$ cat src/core/lso_pkg.sv
// package for the limit switch output controller
package lso_pkg;
  // output function selection
  typedef enum logic [2:0] {
    LSO_FN_OFF   = 3'h0,
    LSO_FN_ON    = 3'h1,
    LSO_FN_DIAG  = 3'h3,
    LSO_FN_LIMIT = 3'h2,
    LSO_FN_TRACK = 3'h6
  } lso_func_t;
  // diagnostic category that opens the output
  typedef enum logic [1:0] {
    LSO_DG_ALARM = 2'h0,
    LSO_DG_BOTH  = 2'h1,
    LSO_DG_WARN  = 2'h3
  } lso_diag_t;
  // failure behaviour during an alarm
  typedef enum logic [1:0] {
    LSO_FL_ACTUAL = 2'h0,
    LSO_FL_OPEN   = 2'h1,
    LSO_FL_CLOSED = 2'h3
  } lso_fail_t;
  // tracked source: 0 off, 1..2 health blocks, 3..10 digital outputs 1..8
  localparam logic [3:0] LSO_SRC_OFF    = 4'h0;
  localparam logic [3:0] LSO_SRC_HEALTH = 4'h1;
  localparam logic [3:0] LSO_SRC_DIG    = 4'h3;
  localparam logic [3:0] LSO_SRC_LAST   = 4'hA;
  localparam int         LSO_NUM_DIG    = 8;
  localparam int         LSO_NUM_HEALTH = 2;
  // timing: delays are set in tenths of a second, 0..1000
  localparam int         LSO_CLK_HZ     = 40000000;
  localparam int         LSO_TENTH_MS   = 100;
  localparam int         LSO_TENTH_CYC  = LSO_CLK_HZ / 1000 * LSO_TENTH_MS;
  localparam logic [9:0] LSO_DLY_MAX    = 10'h3E8;
  // configuration carrier
  typedef struct packed {
    lso_func_t   func;
    lso_diag_t   diag_sel;
    lso_fail_t   fail_mode;
    logic [3:0]  src_sel;
    logic        invert;
    logic        limit_en;
    logic [9:0]  on_dly;
    logic [9:0]  off_dly;
  } lso_cfg_t;
  // event inputs carrier
  typedef struct packed {
    logic        alarm;
    logic        warning;
    logic [LSO_NUM_HEALTH-1:0] health;
    logic [LSO_NUM_DIG-1:0]    dig;
  } lso_evt_t;
  // controller state
  typedef enum logic [1:0] {
    LSO_ST_OPEN    = 2'h0,
    LSO_ST_WAIT_ON = 2'h1,
    LSO_ST_CLOSED  = 2'h3,
    LSO_ST_WAIT_OF = 2'h2
  } lso_state_t;
endpackage : lso_pkg

$ cat src/core/lso_switch_output.sv
// switch output controller of a level transmitter
`timescale 1ns/1ps
`default_nettype none
module lso_switch_output
  import lso_pkg::*;
#(
  parameter int VAL_W     = 32,            // measured value width, signed
  parameter int TENTH_CYC = LSO_TENTH_CYC  // cycles per tenth of a second
) (
  input  wire logic                    CORE_CLK,
  input  wire logic                    SYS_RST,
  input  wire lso_cfg_t                CFG,        // configuration parameters
  input  wire logic signed [VAL_W-1:0] ON_VALUE,   // switch-on threshold
  input  wire logic signed [VAL_W-1:0] OFF_VALUE,  // switch-off threshold
  input  wire logic signed [VAL_W-1:0] MEAS_VALUE, // selected measured variable
  input  wire lso_evt_t                EVT,        // diagnostics and block inputs
  output var  logic                    SWITCH_CLOSED, // pin drive: 1 conductive
  output var  logic                    STATUS_CLOSED  // readback of switch state
);
  // elaboration checks: comparators need a sign bit, timers a nonzero tick
  if (VAL_W < 2) begin : g_bad_width
    $error("value width too small");
  end
  if (TENTH_CYC < 1) begin : g_bad_tick
    $error("tenth period must be at least one cycle");
  end

  // whole module state
  typedef struct packed {
    lso_state_t st;   // limit state machine
    logic       out;  // conductive
    logic       stat; // readback copy
  } lso_core_t;
  lso_core_t s_q, s_d;

  // source lookup: off gives open, unknown codes treated as off
  function automatic logic src_value(input logic [3:0] sel, input lso_evt_t e);
    logic v;
    v = 1'b0;
    if (sel >= LSO_SRC_DIG && sel <= LSO_SRC_LAST) begin
      v = e.dig[3'(sel - LSO_SRC_DIG)];
    end else if (sel >= LSO_SRC_HEALTH && sel < LSO_SRC_DIG) begin
      v = e.health[1'(sel - LSO_SRC_HEALTH)];
    end
    return v;
  endfunction

  // delays above the allowed range are clamped rather than left to run long
  function automatic logic [9:0] clamp_dly(input logic [9:0] d);
    logic [9:0] c;
    c = d;
    if (d > LSO_DLY_MAX) begin
      c = LSO_DLY_MAX;
    end
    return c;
  endfunction

  // threshold conditions
  logic on_gt_off;
  logic close_cond;
  logic open_cond;
  always_comb begin
    on_gt_off = ON_VALUE > OFF_VALUE;
    if (on_gt_off) begin
      close_cond = MEAS_VALUE > ON_VALUE;
      open_cond  = MEAS_VALUE < OFF_VALUE;
    end else begin
      close_cond = MEAS_VALUE < ON_VALUE;
      open_cond  = MEAS_VALUE > OFF_VALUE;
    end
  end

  // delays only count when a variable is assigned
  logic on_run, off_run, on_done, off_done;
  logic [9:0] on_tgt, off_tgt;
  always_comb begin
    on_tgt  = CFG.limit_en ? clamp_dly(CFG.on_dly) : 10'h000;
    off_tgt = CFG.limit_en ? clamp_dly(CFG.off_dly) : 10'h000;
    on_run  = (s_q.st == LSO_ST_WAIT_ON) && close_cond;
    off_run = (s_q.st == LSO_ST_WAIT_OF) && open_cond;
  end

  lso_delay_timer #(.TENTH_CYC(TENTH_CYC)) u_on_tmr (
    .clk    (CORE_CLK),
    .rst    (SYS_RST),
    .run    (on_run),
    .target (on_tgt),
    .done   (on_done)
  );
  lso_delay_timer #(.TENTH_CYC(TENTH_CYC)) u_off_tmr (
    .clk    (CORE_CLK),
    .rst    (SYS_RST),
    .run    (off_run),
    .target (off_tgt),
    .done   (off_done)
  );

  // next state and output selection
  logic diag_hit;
  logic raw;
  always_comb begin
    s_d = s_q;
    // limit state machine runs regardless of function so it is warm on entry
    case (s_q.st)
      LSO_ST_OPEN: begin
        if (close_cond) s_d.st = LSO_ST_WAIT_ON;
      end
      LSO_ST_WAIT_ON: begin
        if (!close_cond) s_d.st = LSO_ST_OPEN;
        else if (on_done) s_d.st = LSO_ST_CLOSED;
      end
      LSO_ST_CLOSED: begin
        if (open_cond) s_d.st = LSO_ST_WAIT_OF;
      end
      LSO_ST_WAIT_OF: begin
        if (!open_cond) s_d.st = LSO_ST_CLOSED;
        else if (off_done) s_d.st = LSO_ST_OPEN;
      end
      default: s_d.st = LSO_ST_OPEN;
    endcase
    // diagnostic category match
    case (CFG.diag_sel)
      LSO_DG_ALARM: diag_hit = EVT.alarm;
      LSO_DG_BOTH:  diag_hit = EVT.alarm | EVT.warning;
      LSO_DG_WARN:  diag_hit = EVT.warning;
      default:      diag_hit = EVT.alarm;
    endcase
    // function selection
    case (CFG.func)
      LSO_FN_OFF:   raw = 1'b0;
      LSO_FN_ON:    raw = 1'b1;
      LSO_FN_DIAG:  raw = !diag_hit;
      LSO_FN_LIMIT: raw = (s_q.st == LSO_ST_CLOSED) || (s_q.st == LSO_ST_WAIT_OF);
      LSO_FN_TRACK: raw = src_value(CFG.src_sel, EVT);
      default:      raw = 1'b0;
    endcase
    // failure override during alarm
    if ((CFG.func == LSO_FN_LIMIT || CFG.func == LSO_FN_TRACK) && EVT.alarm) begin
      if (CFG.fail_mode == LSO_FL_OPEN) raw = 1'b0;
      else if (CFG.fail_mode == LSO_FL_CLOSED) raw = 1'b1;
    end
    s_d.out  = raw ^ CFG.invert;
    s_d.stat = raw ^ CFG.invert;
  end

  // state register
  always_ff @(posedge CORE_CLK or posedge SYS_RST) begin
    if (SYS_RST) s_q <= '{st: LSO_ST_OPEN, out: 1'b0, stat: 1'b0};
    else         s_q <= s_d;
  end

  assign SWITCH_CLOSED = s_q.out;
  assign STATUS_CLOSED = s_q.stat;

  // forced functions, warning diagnostic, limit states, failure open, status, inversion
  off_forced_a: assert property (@(posedge CORE_CLK) disable iff (SYS_RST)
    (CFG.func == LSO_FN_OFF && !CFG.invert) |=> !SWITCH_CLOSED)
    else $error("off function did not open output");
  on_forced_a: assert property (@(posedge CORE_CLK) disable iff (SYS_RST)
    (CFG.func == LSO_FN_ON && !CFG.invert) |=> SWITCH_CLOSED)
    else $error("on function did not close output");
  diag_open_a: assert property (@(posedge CORE_CLK) disable iff (SYS_RST)
    (CFG.func == LSO_FN_DIAG && !CFG.invert && EVT.warning && CFG.diag_sel == LSO_DG_WARN)
    |=> !SWITCH_CLOSED)
    else $error("diagnostic event did not open output");
  cancel_wait_a: assert property (@(posedge CORE_CLK) disable iff (SYS_RST)
    (s_q.st == LSO_ST_WAIT_ON && !close_cond) |=> s_q.st == LSO_ST_OPEN)
    else $error("pending close not cancelled");
  hold_band_a: assert property (@(posedge CORE_CLK) disable iff (SYS_RST)
    (s_q.st == LSO_ST_CLOSED && !open_cond) |=> s_q.st == LSO_ST_CLOSED)
    else $error("closed state lost inside band");
  zero_delay_a: assert property (@(posedge CORE_CLK) disable iff (SYS_RST)
    (s_q.st == LSO_ST_WAIT_ON && on_tgt == 10'h000 && close_cond)[*3]
    |-> s_q.st == LSO_ST_CLOSED)
    else $error("zero delay close too slow");
  fail_open_a: assert property (@(posedge CORE_CLK) disable iff (SYS_RST)
    (CFG.func == LSO_FN_TRACK && EVT.alarm && CFG.fail_mode == LSO_FL_OPEN && !CFG.invert)
    |=> !SWITCH_CLOSED)
    else $error("failure open not applied");
  status_match_a: assert property (@(posedge CORE_CLK) disable iff (SYS_RST)
    STATUS_CLOSED == SWITCH_CLOSED)
    else $error("status differs from output");
  invert_a: assert property (@(posedge CORE_CLK) disable iff (SYS_RST)
    (CFG.func == LSO_FN_ON && CFG.invert) |=> !SWITCH_CLOSED)
    else $error("inversion not applied");

  // diagnostic function, remaining categories
  diag_alarm_a: assert property (@(posedge CORE_CLK) disable iff (SYS_RST)
    (CFG.func == LSO_FN_DIAG && !CFG.invert && CFG.diag_sel == LSO_DG_ALARM && EVT.alarm)
    |=> !SWITCH_CLOSED)
    else $error("alarm event did not open output");
  diag_both_a: assert property (@(posedge CORE_CLK) disable iff (SYS_RST)
    (CFG.func == LSO_FN_DIAG && !CFG.invert && CFG.diag_sel == LSO_DG_BOTH && EVT.warning)
    |=> !SWITCH_CLOSED)
    else $error("warning did not open output in combined category");
  diag_closed_a: assert property (@(posedge CORE_CLK) disable iff (SYS_RST)
    (CFG.func == LSO_FN_DIAG && !CFG.invert && !EVT.alarm && !EVT.warning)
    |=> SWITCH_CLOSED)
    else $error("diagnostic output not closed without event");

  // tracking: one digital and one health source pinned to their bits
  track_dig_a: assert property (@(posedge CORE_CLK) disable iff (SYS_RST)
    (CFG.func == LSO_FN_TRACK && !CFG.invert && !EVT.alarm && CFG.src_sel == LSO_SRC_DIG)
    |=> SWITCH_CLOSED == $past(EVT.dig[0]))
    else $error("output does not follow first digital source");
  track_health_a: assert property (@(posedge CORE_CLK) disable iff (SYS_RST)
    (CFG.func == LSO_FN_TRACK && !CFG.invert && !EVT.alarm && CFG.src_sel == LSO_SRC_HEALTH)
    |=> SWITCH_CLOSED == $past(EVT.health[0]))
    else $error("output does not follow first health source");
  track_off_a: assert property (@(posedge CORE_CLK) disable iff (SYS_RST)
    (CFG.func == LSO_FN_TRACK && !CFG.invert && !EVT.alarm && CFG.src_sel == LSO_SRC_OFF)
    |=> !SWITCH_CLOSED)
    else $error("source off did not open output");

  // failure setting in limit mode, and inversion of a forced state
  limit_fail_closed_a: assert property (@(posedge CORE_CLK) disable iff (SYS_RST)
    (CFG.func == LSO_FN_LIMIT && EVT.alarm && CFG.fail_mode == LSO_FL_CLOSED && !CFG.invert)
    |=> SWITCH_CLOSED)
    else $error("failure closed not applied in limit mode");
  limit_fail_open_a: assert property (@(posedge CORE_CLK) disable iff (SYS_RST)
    (CFG.func == LSO_FN_LIMIT && EVT.alarm && CFG.fail_mode == LSO_FL_OPEN && !CFG.invert)
    |=> !SWITCH_CLOSED)
    else $error("failure open not applied in limit mode");
  off_invert_a: assert property (@(posedge CORE_CLK) disable iff (SYS_RST)
    (CFG.func == LSO_FN_OFF && CFG.invert)
    |=> SWITCH_CLOSED)
    else $error("inverted off function did not close output");

  // limit output: open only once the pending open has run out
  limit_open_a: assert property (@(posedge CORE_CLK) disable iff (SYS_RST)
    (CFG.func == LSO_FN_LIMIT && !CFG.invert && !EVT.alarm && s_q.st == LSO_ST_OPEN)
    |=> !SWITCH_CLOSED)
    else $error("limit output closed in open state");
  pending_open_a: assert property (@(posedge CORE_CLK) disable iff (SYS_RST)
    (CFG.func == LSO_FN_LIMIT && !CFG.invert && !EVT.alarm && s_q.st == LSO_ST_WAIT_OF)
    |=> SWITCH_CLOSED)
    else $error("limit output opened before off delay");

  // threshold arming, the four arming checks written on the raw ports so that a slip in the
  // shared comparator block cannot hide behind its own expression; the two band checks use close_cond and open_cond
  rise_arm_a: assert property (@(posedge CORE_CLK) disable iff (SYS_RST)
    (s_q.st == LSO_ST_OPEN && ON_VALUE > OFF_VALUE && MEAS_VALUE > ON_VALUE)
    |=> s_q.st == LSO_ST_WAIT_ON)
    else $error("rise above switch-on point not armed");
  rise_drop_a: assert property (@(posedge CORE_CLK) disable iff (SYS_RST)
    (s_q.st == LSO_ST_CLOSED && ON_VALUE > OFF_VALUE && MEAS_VALUE < OFF_VALUE)
    |=> s_q.st == LSO_ST_WAIT_OF)
    else $error("drop below switch-off point not armed");
  fall_arm_a: assert property (@(posedge CORE_CLK) disable iff (SYS_RST)
    (s_q.st == LSO_ST_OPEN && ON_VALUE < OFF_VALUE && MEAS_VALUE < ON_VALUE)
    |=> s_q.st == LSO_ST_WAIT_ON)
    else $error("fall below switch-on point not armed");
  fall_open_a: assert property (@(posedge CORE_CLK) disable iff (SYS_RST)
    (s_q.st == LSO_ST_CLOSED && ON_VALUE < OFF_VALUE && MEAS_VALUE > OFF_VALUE)
    |=> s_q.st == LSO_ST_WAIT_OF)
    else $error("rise above switch-off point not armed");
  open_band_a: assert property (@(posedge CORE_CLK) disable iff (SYS_RST)
    (s_q.st == LSO_ST_OPEN && !close_cond)
    |=> s_q.st == LSO_ST_OPEN)
    else $error("open state lost inside band");
  cancel_open_a: assert property (@(posedge CORE_CLK) disable iff (SYS_RST)
    (s_q.st == LSO_ST_WAIT_OF && !open_cond)
    |=> s_q.st == LSO_ST_CLOSED)
    else $error("pending open not cancelled");

  // timer hygiene: a stale done would let a cancelled delay finish early
  on_clear_a: assert property (@(posedge CORE_CLK) disable iff (SYS_RST)
    !on_run
    |=> !on_done)
    else $error("switch-on timer not cleared");
  off_clear_a: assert property (@(posedge CORE_CLK) disable iff (SYS_RST)
    !off_run
    |=> !off_done)
    else $error("switch-off timer not cleared");
  on_hold_a: assert property (@(posedge CORE_CLK) disable iff (SYS_RST)
    ($rose(on_run) && on_tgt != 10'h000)
    |=> !on_done)
    else $error("switch-on delay ended at once");
  off_hold_a: assert property (@(posedge CORE_CLK) disable iff (SYS_RST)
    ($rose(off_run) && off_tgt != 10'h000)
    |=> !off_done)
    else $error("switch-off delay ended at once");
  // with no variable assigned both delays collapse to the bare pipeline
  unassigned_on_a: assert property (@(posedge CORE_CLK) disable iff (SYS_RST)
    (s_q.st == LSO_ST_WAIT_ON && close_cond && !CFG.limit_en)[*2]
    |=> s_q.st == LSO_ST_CLOSED)
    else $error("unassigned limit still delayed close");
  unassigned_off_a: assert property (@(posedge CORE_CLK) disable iff (SYS_RST)
    (s_q.st == LSO_ST_WAIT_OF && open_cond && !CFG.limit_en)[*2]
    |=> s_q.st == LSO_ST_OPEN)
    else $error("unassigned limit still delayed open");
endmodule // lso_switch_output
`default_nettype wire

$ cat src/core/lso_delay_timer.sv
// delay timer counting tenths of a second
`timescale 1ns/1ps
`default_nettype none
module lso_delay_timer
  import lso_pkg::*;
#(
  parameter int TENTH_CYC = LSO_TENTH_CYC  // cycles per tenth of a second
) (
  input  wire logic       clk,
  input  wire logic       rst,
  input  wire logic       run,     // count while high, clear when low
  input  wire logic [9:0] target,  // tenths to wait
  output var  logic       done     // target reached, held while run
);
  // elaboration check: a zero tick would never advance the tenths counter
  if (TENTH_CYC < 1) begin : g_bad_tick
    $error("tenth period must be at least one cycle");
  end
  localparam int PW = $clog2(TENTH_CYC + 1);
  typedef struct packed {
    logic [PW-1:0] pre;    // prescaler
    logic [9:0]    tenths; // elapsed tenths
    logic          done;
  } lso_tmr_t;
  lso_tmr_t s_q, s_d;
  // prescaler ticks tenths; zero target finishes at once
  always_comb begin
    s_d = s_q;
    if (!run) begin
      s_d = '0;
    end else if (s_q.tenths >= target) begin
      s_d.done = 1'b1;
    end else if (s_q.pre == PW'(TENTH_CYC - 1)) begin
      s_d.pre    = '0;
      s_d.tenths = s_q.tenths + 10'h001;
    end else begin
      s_d.pre = s_q.pre + PW'(1);
    end
  end
  // state register
  always_ff @(posedge clk or posedge rst) begin
    if (rst) s_q <= '0;
    else     s_q <= s_d;
  end
  assign done = s_q.done;
endmodule // lso_delay_timer
`default_nettype wire

$ cat config.mk
export PLATFORM = sky130hd
export DESIGN_NAME = lso_switch_output
export DESIGN_NICKNAME = d
export VERILOG_FILES = /design/src/core/lso_pkg.sv /design/src/core/lso_switch_output.sv /design/src/core/lso_delay_timer.sv
export SDC_FILE = /design/constraint.sdc
export NUM_CORES = 1
export LEC_CHECK = 0
export BUFFER_PORTS_ARGS = -buffer_cell sky130_fd_sc_hd__buf_4
export CAP_MARGIN = 20
export CELL_PAD_IN_SITES_DETAIL_PLACEMENT = 1
export CELL_PAD_IN_SITES_GLOBAL_PLACEMENT = 1
export CORE_ASPECT_RATIO = 1.1
export CORE_MARGIN = 8
export CORE_UTILIZATION = 38
export DETAILED_ROUTE_END_ITERATION = 7
export PLACE_DENSITY_LB_ADDON = 0.3
export RECOVER_POWER = 100
export SYNTH_ARGS = -nofsm -noshare
export SYNTH_HDL_FRONTEND = slang
export SYNTH_SLANG_ARGS = --single-unit
$ cat constraint.sdc
create_clock -name CORE_CLK -period 2.58 [get_ports CORE_CLK]
set_input_delay 0.258 -clock CORE_CLK [delete_from_list [all_inputs] [get_ports CORE_CLK]]
set_output_delay 0.258 -clock CORE_CLK [all_outputs]
set_load 0.01 [all_outputs]
==> impl_summary.md, run 1 <==
Global routing
The total overflow left after global routing is 0. The via count of the first global-routing pass is 8417. The wire length of the first global-routing pass is 43200 µm. The number of antenna violations at the first check in global routing is 2.

The overall routing resource usage is 0.230. The maximum number of pins on one net before global-route repair is 43.

Synthesis
The cell count after synthesis is 822. The portion of the post-synthesis area used by sequential elements is 0.249. The netlist uses 69 different library cells.

In the synthesized netlist the async set-or-reset flop fraction comes to 1.00. The cell area after synthesis is 6950 µm². After synthesis the netlist holds a flip-flop and latch count of 69. The count of flip-flops with a built-in enable after synthesis is 0. The net count of the mapped netlist is 1089. The Yosys step of the flow raised 0 warnings.

For this run, the leading register cell type out of synthesis is sky130_fd_sc_hd__dfrtp_1. Each instance of the synthesized netlist takes up on average 8.45 µm².

Cells and area
The area growth from synthesis to layout is 59.2%. The post-route non-filler standard cell count is 1361. After the last flow step, the layout net total stands at 1378. The finished cells cover 11100 µm². The proportion of layout cells with a drive suffix above 1 is 0.436.

The utilization after layout is 0.609.

Die
The floorplan step defined a die boundary enclosing 22900 µm². The I/O pin count is 145. The number of rows in the core area is 52. For this configuration, the core starts out at a cell density of 0.383. The die is 158 µm tall. The chip width is 145 µm.

The total area inside the core boundary comes to 18200 µm².

Timing
Setup repair after global routing could not meet its margin everywhere. The setup TNS is -18.91 ns. The tightest slew margin relative to the limit is 0.204. Derived from the worst setup path, the maximum achievable clock frequency is 0.331 GHz. The number of pins with negative max-slew slack in the final report came to 0.

The final hold violation count came to 0. The post-route fraction of the period consumed by the critical path is 1.17. The post-layout minimum cycle time is 3.02 ns. Setup violations remaining at the end of the flow were counted as 68. At the pin with the least slew margin, the transition time is 1.19 ns. The clock skew after layout is 0.0131 ns. Hold is met by 0.102 ns. Setup slack on the critical path of the routed design comes to -0.437 ns.

Pwr
In this run the static leakage power is 5.07 nW. The switching power is 1.33 mW. The peak supply drop is 0.361 mV.

The internal power of the cells is 2.58 mW. Of the total power, the clock network draws 0.327. In this run the power density over the cells is 354 nW/µm². Of the total power, the share spent switching nets is 0.340. The combinational share of power is 0.388. The completed layout was analyzed and its total power is 3.91 mW. The share of total power dissipated in sequential elements is 0.285.

Worst setup path
The number of buffer and inverter instances along the worst setup path is 2. The critical path goes through buf_6, or3_1, a21oi_1, o21a_1, and2_4, ha_4, nand2b_4, a21o_1, a211oi_2, o21a_2, nor3_2, nand4b_1, nand2_2, buf_12, or3_4, a21oi_2. The required time of the critical path is 2.84 ns.

The worst setup path is of the input pin to flop kind. The cell type group with the largest total delay on the critical path is simple AND/OR/NAND/NOR gates. For this run, the slowest stage of the critical path takes 0.37 ns. The worst setup path is captured at a flop. In this run the worst path has a maximum fanout of 18. The slowest stage cell on the critical path is sky130_fd_sc_hd__or3_1. The element type at the critical path start is an input pin.

The data arrival at the endpoint of the critical path is 3.28 ns.

Clock network
Clock tree synthesis inserted a total of 9 buffers. The clock latency at the later pin of the worst-skew pair is 0.34 ns. Buffers inserted to repair hold after CTS numbered 0. The CTS root buffer is sky130_fd_sc_hd__clkbuf_16.

The clock passes through at most 2 buffers. The TritonCTS clock tree is done. The clock-pin transition on the worst setup and hold timing paths is 0.06 ns. The number of clock sinks seen by CTS is 69. The H-tree was split into 3 levels.

Placement
The placement-stage cell area is 9260 µm². The placement-stage worst setup slack is -0.719 ns. Buffers placed on the I/O ports in this run total 144. The congestion estimate from routability-driven global placement came to 0.831.

The number of placed instances with taps included is 1307. The placed wire-length estimate after detailed placement is 18700 µm.

Drt
After detailed routing, the total wire length is 33700 µm. The detailed-route DRC error count is 0. The detailed router placed 8110 vias in this run. After detailed routing, the met2 layer carries 17300 µm of wire. The met3 layer wire length in the routed design is 1910 µm. The number of DRC markers after the initial detailed-route iteration is 449.

The remaining antenna violation count is 0. The detailed router put a total of 12600 µm of wire on met1. Dividing the detail-routed via count by the number of cells gives 5.96. The detailed router used layers up to and including met4. In the final routed layout, each cell accounts on average for 24.7 µm. Before antenna repair, the detailed router went through 5 iterations.

Run status
The run finished, with violations left. The final reports fail on setup timing.

Job
Across the run, the number of max-cap violations was 0.

Worst hold path
The path class of the tightest hold or removal check is input pin to flop.
==> cells in the final DEF (no fill, tap or decap), drive strengths merged, types with 14 or more instances in the layout <==
master    n
a21o     16
a21oi    67
and3     15
buf     285
clkbuf   17
dfrtp    69
ha      124
inv      89
nand2    71
nand3    32
nand4    35
nor2     62
o211ai   14
o21ai    34
xor2     18
==> repair_timing <==
item                                    CTS  global route
buffers inserted                         19            19
gates cloned                              1             2
resized for setup                       124           128
endpoints found under the setup margin   68            68
pin swaps                                57            77
==> flip-flops by register name, indices dropped and copies added, names as in the netlist <==
register and count:
u_on_tmr.done 1, u_off_tmr.s_q 32, s_q 2, u_on_tmr.s_q 32, u_off_tmr.done 1, STATUS_CLOSED 1
==> cell type report <==
| class | count | area [µm²] |
|---|---|---|
| tap | 243 | 304 |
| clock inverter | 4 | 47.5 |
| sequential | 69 | 1730 |
| clock buffer | 12 | 246 |
| inverter | 89 | 367 |
| antenna | 2 | 5.00 |
| timing repair buffer | 290 | 2400 |
| multi-input combinational | 652 | 5970 |
| fill | 2009 | 7090 |
==> cells in the mapped netlist, types with 3 or more instances <==
library cell / count / area [µm²]
sky130_fd_sc_hd__a211oi_1: 6 / 45.0
sky130_fd_sc_hd__a21o_1: 16 / 120
sky130_fd_sc_hd__a21oi_1: 67 / 335
sky130_fd_sc_hd__and2_1: 7 / 43.8
sky130_fd_sc_hd__and3_1: 13 / 81.3
sky130_fd_sc_hd__and3b_1: 3 / 26.3
sky130_fd_sc_hd__and4_1: 8 / 70.1
sky130_fd_sc_hd__buf_2: 5 / 25.0
sky130_fd_sc_hd__clkbuf_1: 7 / 26.3
sky130_fd_sc_hd__dfrtp_1: 69 / 1730
sky130_fd_sc_hd__ha_1: 124 / 1550
sky130_fd_sc_hd__inv_1: 89 / 334
sky130_fd_sc_hd__mux2_2: 3 / 33.8
sky130_fd_sc_hd__mux2i_1: 8 / 80.1
sky130_fd_sc_hd__nand2_1: 71 / 267
sky130_fd_sc_hd__nand2b_1: 10 / 62.6
sky130_fd_sc_hd__nand3_1: 32 / 160
sky130_fd_sc_hd__nand4_1: 34 / 213
sky130_fd_sc_hd__nand4b_1: 3 / 26.3
sky130_fd_sc_hd__nor2_1: 61 / 229
sky130_fd_sc_hd__nor2b_1: 8 / 50.1
sky130_fd_sc_hd__nor3_1: 7 / 35.0
sky130_fd_sc_hd__nor4_1: 7 / 43.8
sky130_fd_sc_hd__nor4b_1: 6 / 52.6
sky130_fd_sc_hd__o2111ai_1: 3 / 26.3
sky130_fd_sc_hd__o211ai_1: 14 / 105
sky130_fd_sc_hd__o21a_1: 8 / 60.1
sky130_fd_sc_hd__o21ai_0: 32 / 160
sky130_fd_sc_hd__o31ai_1: 8 / 60.1
sky130_fd_sc_hd__or3_1: 12 / 75.1
sky130_fd_sc_hd__or4_1: 6 / 45.0
sky130_fd_sc_hd__xnor2_1: 11 / 96.3
sky130_fd_sc_hd__xor2_1: 18 / 158
==> cell families (layout without fill, tap and decap cells) <==
group / count (synthesis) / in the layout / synth area share
multiplexers: 13 / 14 / 0.0229
AND/OR/NAND/NOR: 302 / 303 / 0.237
flip-flops: 69 / 69 / 0.249
adder cells (fa/ha/maj): 124 / 124 / 0.223
XOR/XNOR: 29 / 29 / 0.0366
other: 0 / 2 / 0
AO/OA/AOI/OAI: 182 / 182 / 0.173
buffers and inverters: 103 / 395 / 0.0582
==> worst reg2reg max path, delay by kind of cell, from the launching register on <==
family                   cells  cell delay, ns
XOR/XNOR                     1            0.32
AO/OA/AOI/OAI                2            0.50
buffers and inverters        2            0.22
flip-flops                   1            0.45
AND/OR/NAND/NOR              5            0.96
adder cells (fa/ha/maj)      1            0.35
==> worst paths after layout <==
check	from	end	cells after the start	slack (ns)
max	CFG[0]	u_off_tmr.s_q[25]	16	-0.44
min	CFG[21]	STATUS_CLOSED	2	0.10
max reg2reg	u_on_tmr.s_q[10]	u_on_tmr.s_q[7]	11	-0.33
min reg2reg	u_off_tmr.s_q[18]	u_off_tmr.s_q[18]	2	0.55
max in group asynchronous	SYS_RST	u_on_tmr.s_q[5]	3	0.63
min in group asynchronous	SYS_RST	u_off_tmr.s_q[16]	2	0.25
==> power by group through the flow <==
stage / Combinational (mW) / Sequential (mW) / Clock, mW
after floorplan: 0.565 / 1.13 / 0
after global placement: 1.04 / 1.13 / 0
after detailed placement: 1.08 / 1.13 / 0
after CTS: 1.25 / 1.11 / 1.25
after global routing: 1.60 / 1.12 / 1.33
final: 1.52 / 1.12 / 1.28
==> metal layers <==
layer	GRT usage	vias to the layer above
met5	0	-
met4	0.0827	0
met3	0.0389	146
met2	0.443	371
met1	0.249	4015
li1	-	3578
(Power assumes the default switching activity.)
==> run 2: changes to the inputs <==
ABC_AREA = 1   (was default)
CORE_MARGIN = default   (was 8)
CORE_UTILIZATION = 37   (was 38)
==> run 2 against run 1 <==
  * The run now ends clean
  * Critical endpoint is now u_on_tmr.s_q[8]
  * Setup slack gained 0.61 ns
  * Synthesized area rose by 11%
  * Highest routed layer unchanged
  * Sequential power up 11%
  * Clock skew decreased by 0.0065 ns
  * Critical path depth increased by 1
  * Count of clock-buffer cells in the layout did not move
  * Combinational power rose by 15%
==> impl_summary.md, run 2 <==
Worst hold path
The classification of the worst-slack hold path is input pin to flop. The worst hold path begins at CFG[21].

Synthesis
Summed over all instances, the cell type with the most area after synthesis is sky130_fd_sc_hd__dfrtp_1. The proportion of netlist area held by the largest area contributor is 0.224. The synthesized-area fraction occupied by ao, oa, aoi and oai cells was 0.102. In the synthesized netlist, the cells that appear most often are 301 x sky130_fd_sc_hd__nand2_1, 155 x sky130_fd_sc_hd__inv_1, 124 x sky130_fd_sc_hd__ha_1.

Of all flip-flops after synthesis, the portion carrying an async set or reset was 1.00. The average footprint of a synthesized cell is 6.79 µm². In this run, synthesis inferred 0 flip-flops with an integrated enable. For this run, the number of Yosys warnings is 0. The xor and xnor fraction of the mapped netlist area is 0.0489.

Counting flops and latches in the post-synthesis netlist gives 69. Ranked by total cell area, the synthesized netlist is headed by sky130_fd_sc_hd__dfrtp_1 22%, sky130_fd_sc_hd__ha_1 20%, sky130_fd_sc_hd__nand2_1 15%. The number of distinct library cells after synthesis is 44. The area share of fa/ha/maj cells after synthesis is 0.201. The largest family of logic cells by synthesized area is simple AND/OR/NAND/NOR gates. The cell area after synthesis is 7700 µm². The primary flip-flop cell chosen by synthesis mapping is sky130_fd_sc_hd__dfrtp_1. The number of nets in the synthesized netlist is 1402. The fraction of synthesized area in multiplexers is 0. Of the total synthesized cell area, the portion taken by AND, OR, NAND and NOR gates is 0.328. The library cell with the highest instance count after synthesis is sky130_fd_sc_hd__nand2_1.

The share of the Yosys chip area taken by registers is 0.224. After technology mapping, the gate count stands at 1135.

Clock network
The tree is rooted in a sky130_fd_sc_hd__clkbuf_16. In this run the number of H-tree levels came out at 3. TritonCTS built the clock tree. The clock-pin transition on the worst setup and hold timing paths is 0.06 ns. The total clock buffers created by CTS is 9. The clock latency at the later pin of the worst-skew pair is 0.34 ns. The number of clock sinks seen by CTS is 69. The clock passes through at most 2 buffers.

Worst setup path
The slowest stage cell on the critical path is sky130_fd_sc_hd__o31ai_4. The worst register-to-register path begins at u_on_tmr.s_q[6]. The register-to-register setup slack is 0.25 ns.

The maximum fanout along the worst path is 9. The signal on the critical path passes through clkbuf_2, o31ai_4, a211oi_2, nor2_2, nand2_1, ha_4, inv_1, nor2_1, o211ai_1, o2111ai_2, a31oi_2, inv_1, nand4_1, buf_6, nand2_8, nor2_1, a21oi_2. The data arrival at the endpoint of the critical path is 2.63 ns.

The number of buffer and inverter instances along the worst setup path is 4. The instance count on the critical path is 17. The element type at the critical path start is an input pin. The launch point of the critical path is CFG[12]. The critical path capture point type is a flop. The worst-case reg-to-reg path depth is 12. The critical path ends at u_on_tmr.s_q[8]. On the critical path the largest part of the delay comes from compound AO/OA/AOI/OAI gates. The highest cell delay on the worst timing path is 0.26 ns. The critical setup path kind is input pin to flop.

For the worst setup path, the data required time is 2.80 ns. The terminus of the critical flop-to-flop path is u_on_tmr.s_q[8].

Cells and area
The number of antenna repair diodes is 0. Leaving out fill and tap cells, the most frequent cells in the layout are 299 x sky130_fd_sc_hd__nand2_1, 191 x sky130_fd_sc_hd__buf_4, 155 x sky130_fd_sc_hd__inv_1. The area growth from synthesis to layout is 28.2%. Of the cells placed in the final design, the portion with a size suffix greater than 1 is 0.189. The final net count is 1598. The finished layout cell area is 9870 µm².

The number of fill cells in the layout is 2679. The library cell used most frequently in the layout, excluding fill and tap cells, is sky130_fd_sc_hd__nand2_1. In the final layout, the registers with the most flip-flops are u_off_tmr.s_q (32), u_on_tmr.s_q (32), s_q (2).

Drt
The count of vias placed by the detailed router is 8083. The number of iterations in the first detailed-routing pass is 4. The detailed-route DRC error count is 0. Dividing the detail-routed via count by the number of cells gives 5.08.

In this run the remaining antenna-violating nets after routing total 0. The final routed wirelength across all metal layers is 23200 µm. The number of DRC markers after the initial detailed-route iteration is 306. After detailed routing, the average wire length per cell comes to 14.6 µm.

Die
The number of rows in the core area is 55. The core region is 20500 µm². The chip width is 140 µm. In this run the vertical extent of the chip is 153 µm. For this configuration, the core starts out at a cell density of 0.376. For this design the top-level I/O count stands at 145.

The area of the die is 21400 µm².

Placement
The count of input and output buffers is 144. At the end of routability-driven placement, the weighted congestion stood at 0.852. The placed instances occupy a cell area of 9460 µm². The placed wire-length estimate after detailed placement is 19200 µm.

Timing
The number of pins with negative max-slew slack in the final report was 0. Setup violations remaining at the end of the flow were counted as 0. Timing would allow up to 0.416 GHz. In this run the tightest slew margin relative to its limit is 0.374. After routing, the total negative slack on setup checks comes to 0 ns. The final hold violation count is 0. The post-layout minimum cycle time is 2.41 ns. In the finished design, the share of the clock period the worst path needs comes to 0.932. On the final layout, the worst clock skew is 0.00662 ns. The transition time of the tightest slew-check pin is 0.939 ns.

Global routing
The total congestion overflow after global routing is 0. The first global-routing pass estimated 39200 µm of wire. The overall routing resource usage is 0.221.

The number of antenna violations at the first check in global routing is 0. The via count of the first global-routing pass was 8557. The maximum number of pins on one net before global-route repair is 26.

Pwr
The peak supply drop is 0.391 mV. Dividing total power by cell area gives a power density of 430 nW/µm². Summed over all cells, the static leakage comes to 5.16 nW.

Run status
The run finished with clean final reports.

Job
Across the run, the number of max-cap violations was 0.
==> run 2: cell count changes in the layout (fill, tap and decap cells not counted), sizes merged, moves of 17 or more <==
cell   previous run  this run
buf             285       197
inv              89       161
nand2            71       304
nand3            32        61
nor2             62       123
nor3              8        27
xor2             18        35
==> run 2: repair_timing <==
item / 4_1_cts / 5_1_grt
pin swaps: 1 / 7
buffers inserted: 1 / 2
gates resized for setup: 2 / 19
setup endpoints to repair: 22 / 59
hold buffers: 1 / 0
cloned: 0 / 1
hold endpoints to repair: 21 / 0
==> run 2: routing by layer <==
layer / up-vias / GRT usage / wire [µm]
met5: - / 0 / 0
met4: 0 / 0.0460 / 232
met3: 19 / 0.0294 / 617
met2: 100 / 0.419 / 12100
met1: 3835 / 0.264 / 10300
li1: 4129 / - / -
==> run 2: report_power, final <==
group          internal (mW)  leakage, nW  switching (mW)  total, mW
Clock                  0.772        0.143           0.486       1.26
Sequential              1.16        0.954          0.0814       1.24
Combinational          0.750         4.07            1.00       1.75
==> run 2: area by class of cell <==
cell class	instances	area (µm²)	area share
clock buffer	12	246	0.0250
clock inverter	4	47.5	0.00482
inverter	161	609	0.0617
multi-input combinational	882	5330	0.540
sequential	69	1730	0.175
tap	256	320	0.0324
timing repair buffer	208	1590	0.161
==> run 2: worst min path at each step <==
| stage | to | slack, ns | cells past startpoint |
|---|---|---|---|
| after global routing | STATUS_CLOSED | 0.1 | 2 |
| after CTS | STATUS_CLOSED | 0.09 | 2 |
| after detailed placement | u_off_tmr.s_q[10] | 0.34 | 2 |
| after global placement | u_off_tmr.s_q[10] | 0.34 | 2 |
| after floorplan | STATUS_CLOSED | 0.35 | 1 |
| final | STATUS_CLOSED | 0.1 | 2 |
==> run 2: kinds of logic after synthesis <==
family	after synthesis
AND/OR/NAND/NOR	575
adder cells (fa/ha/maj)	124
buffers and inverters	185
AO/OA/AOI/OAI	139
flip-flops	69
XOR/XNOR	43
==> run 2: stage by stage <==
stage | instances | worst slack, ns | total power [mW] | hold slack (ns) | util
after CTS | 1589 | 0.0287 | 4.24 | 0.0932 | 0.477
after global placement | 1571 | -0.213 | 2.87 | 0.345 | 0.461
after global routing | 1592 | -0.0112 | 4.54 | 0.0962 | 0.481
final | 1592 | 0.175 | 4.25 | 0.0968 | 0.481
after floorplan | 1135 | 0.105 | 2.24 | 0.349 | -
after detailed placement | 1571 | -0.421 | 2.94 | 0.340 | 0.461
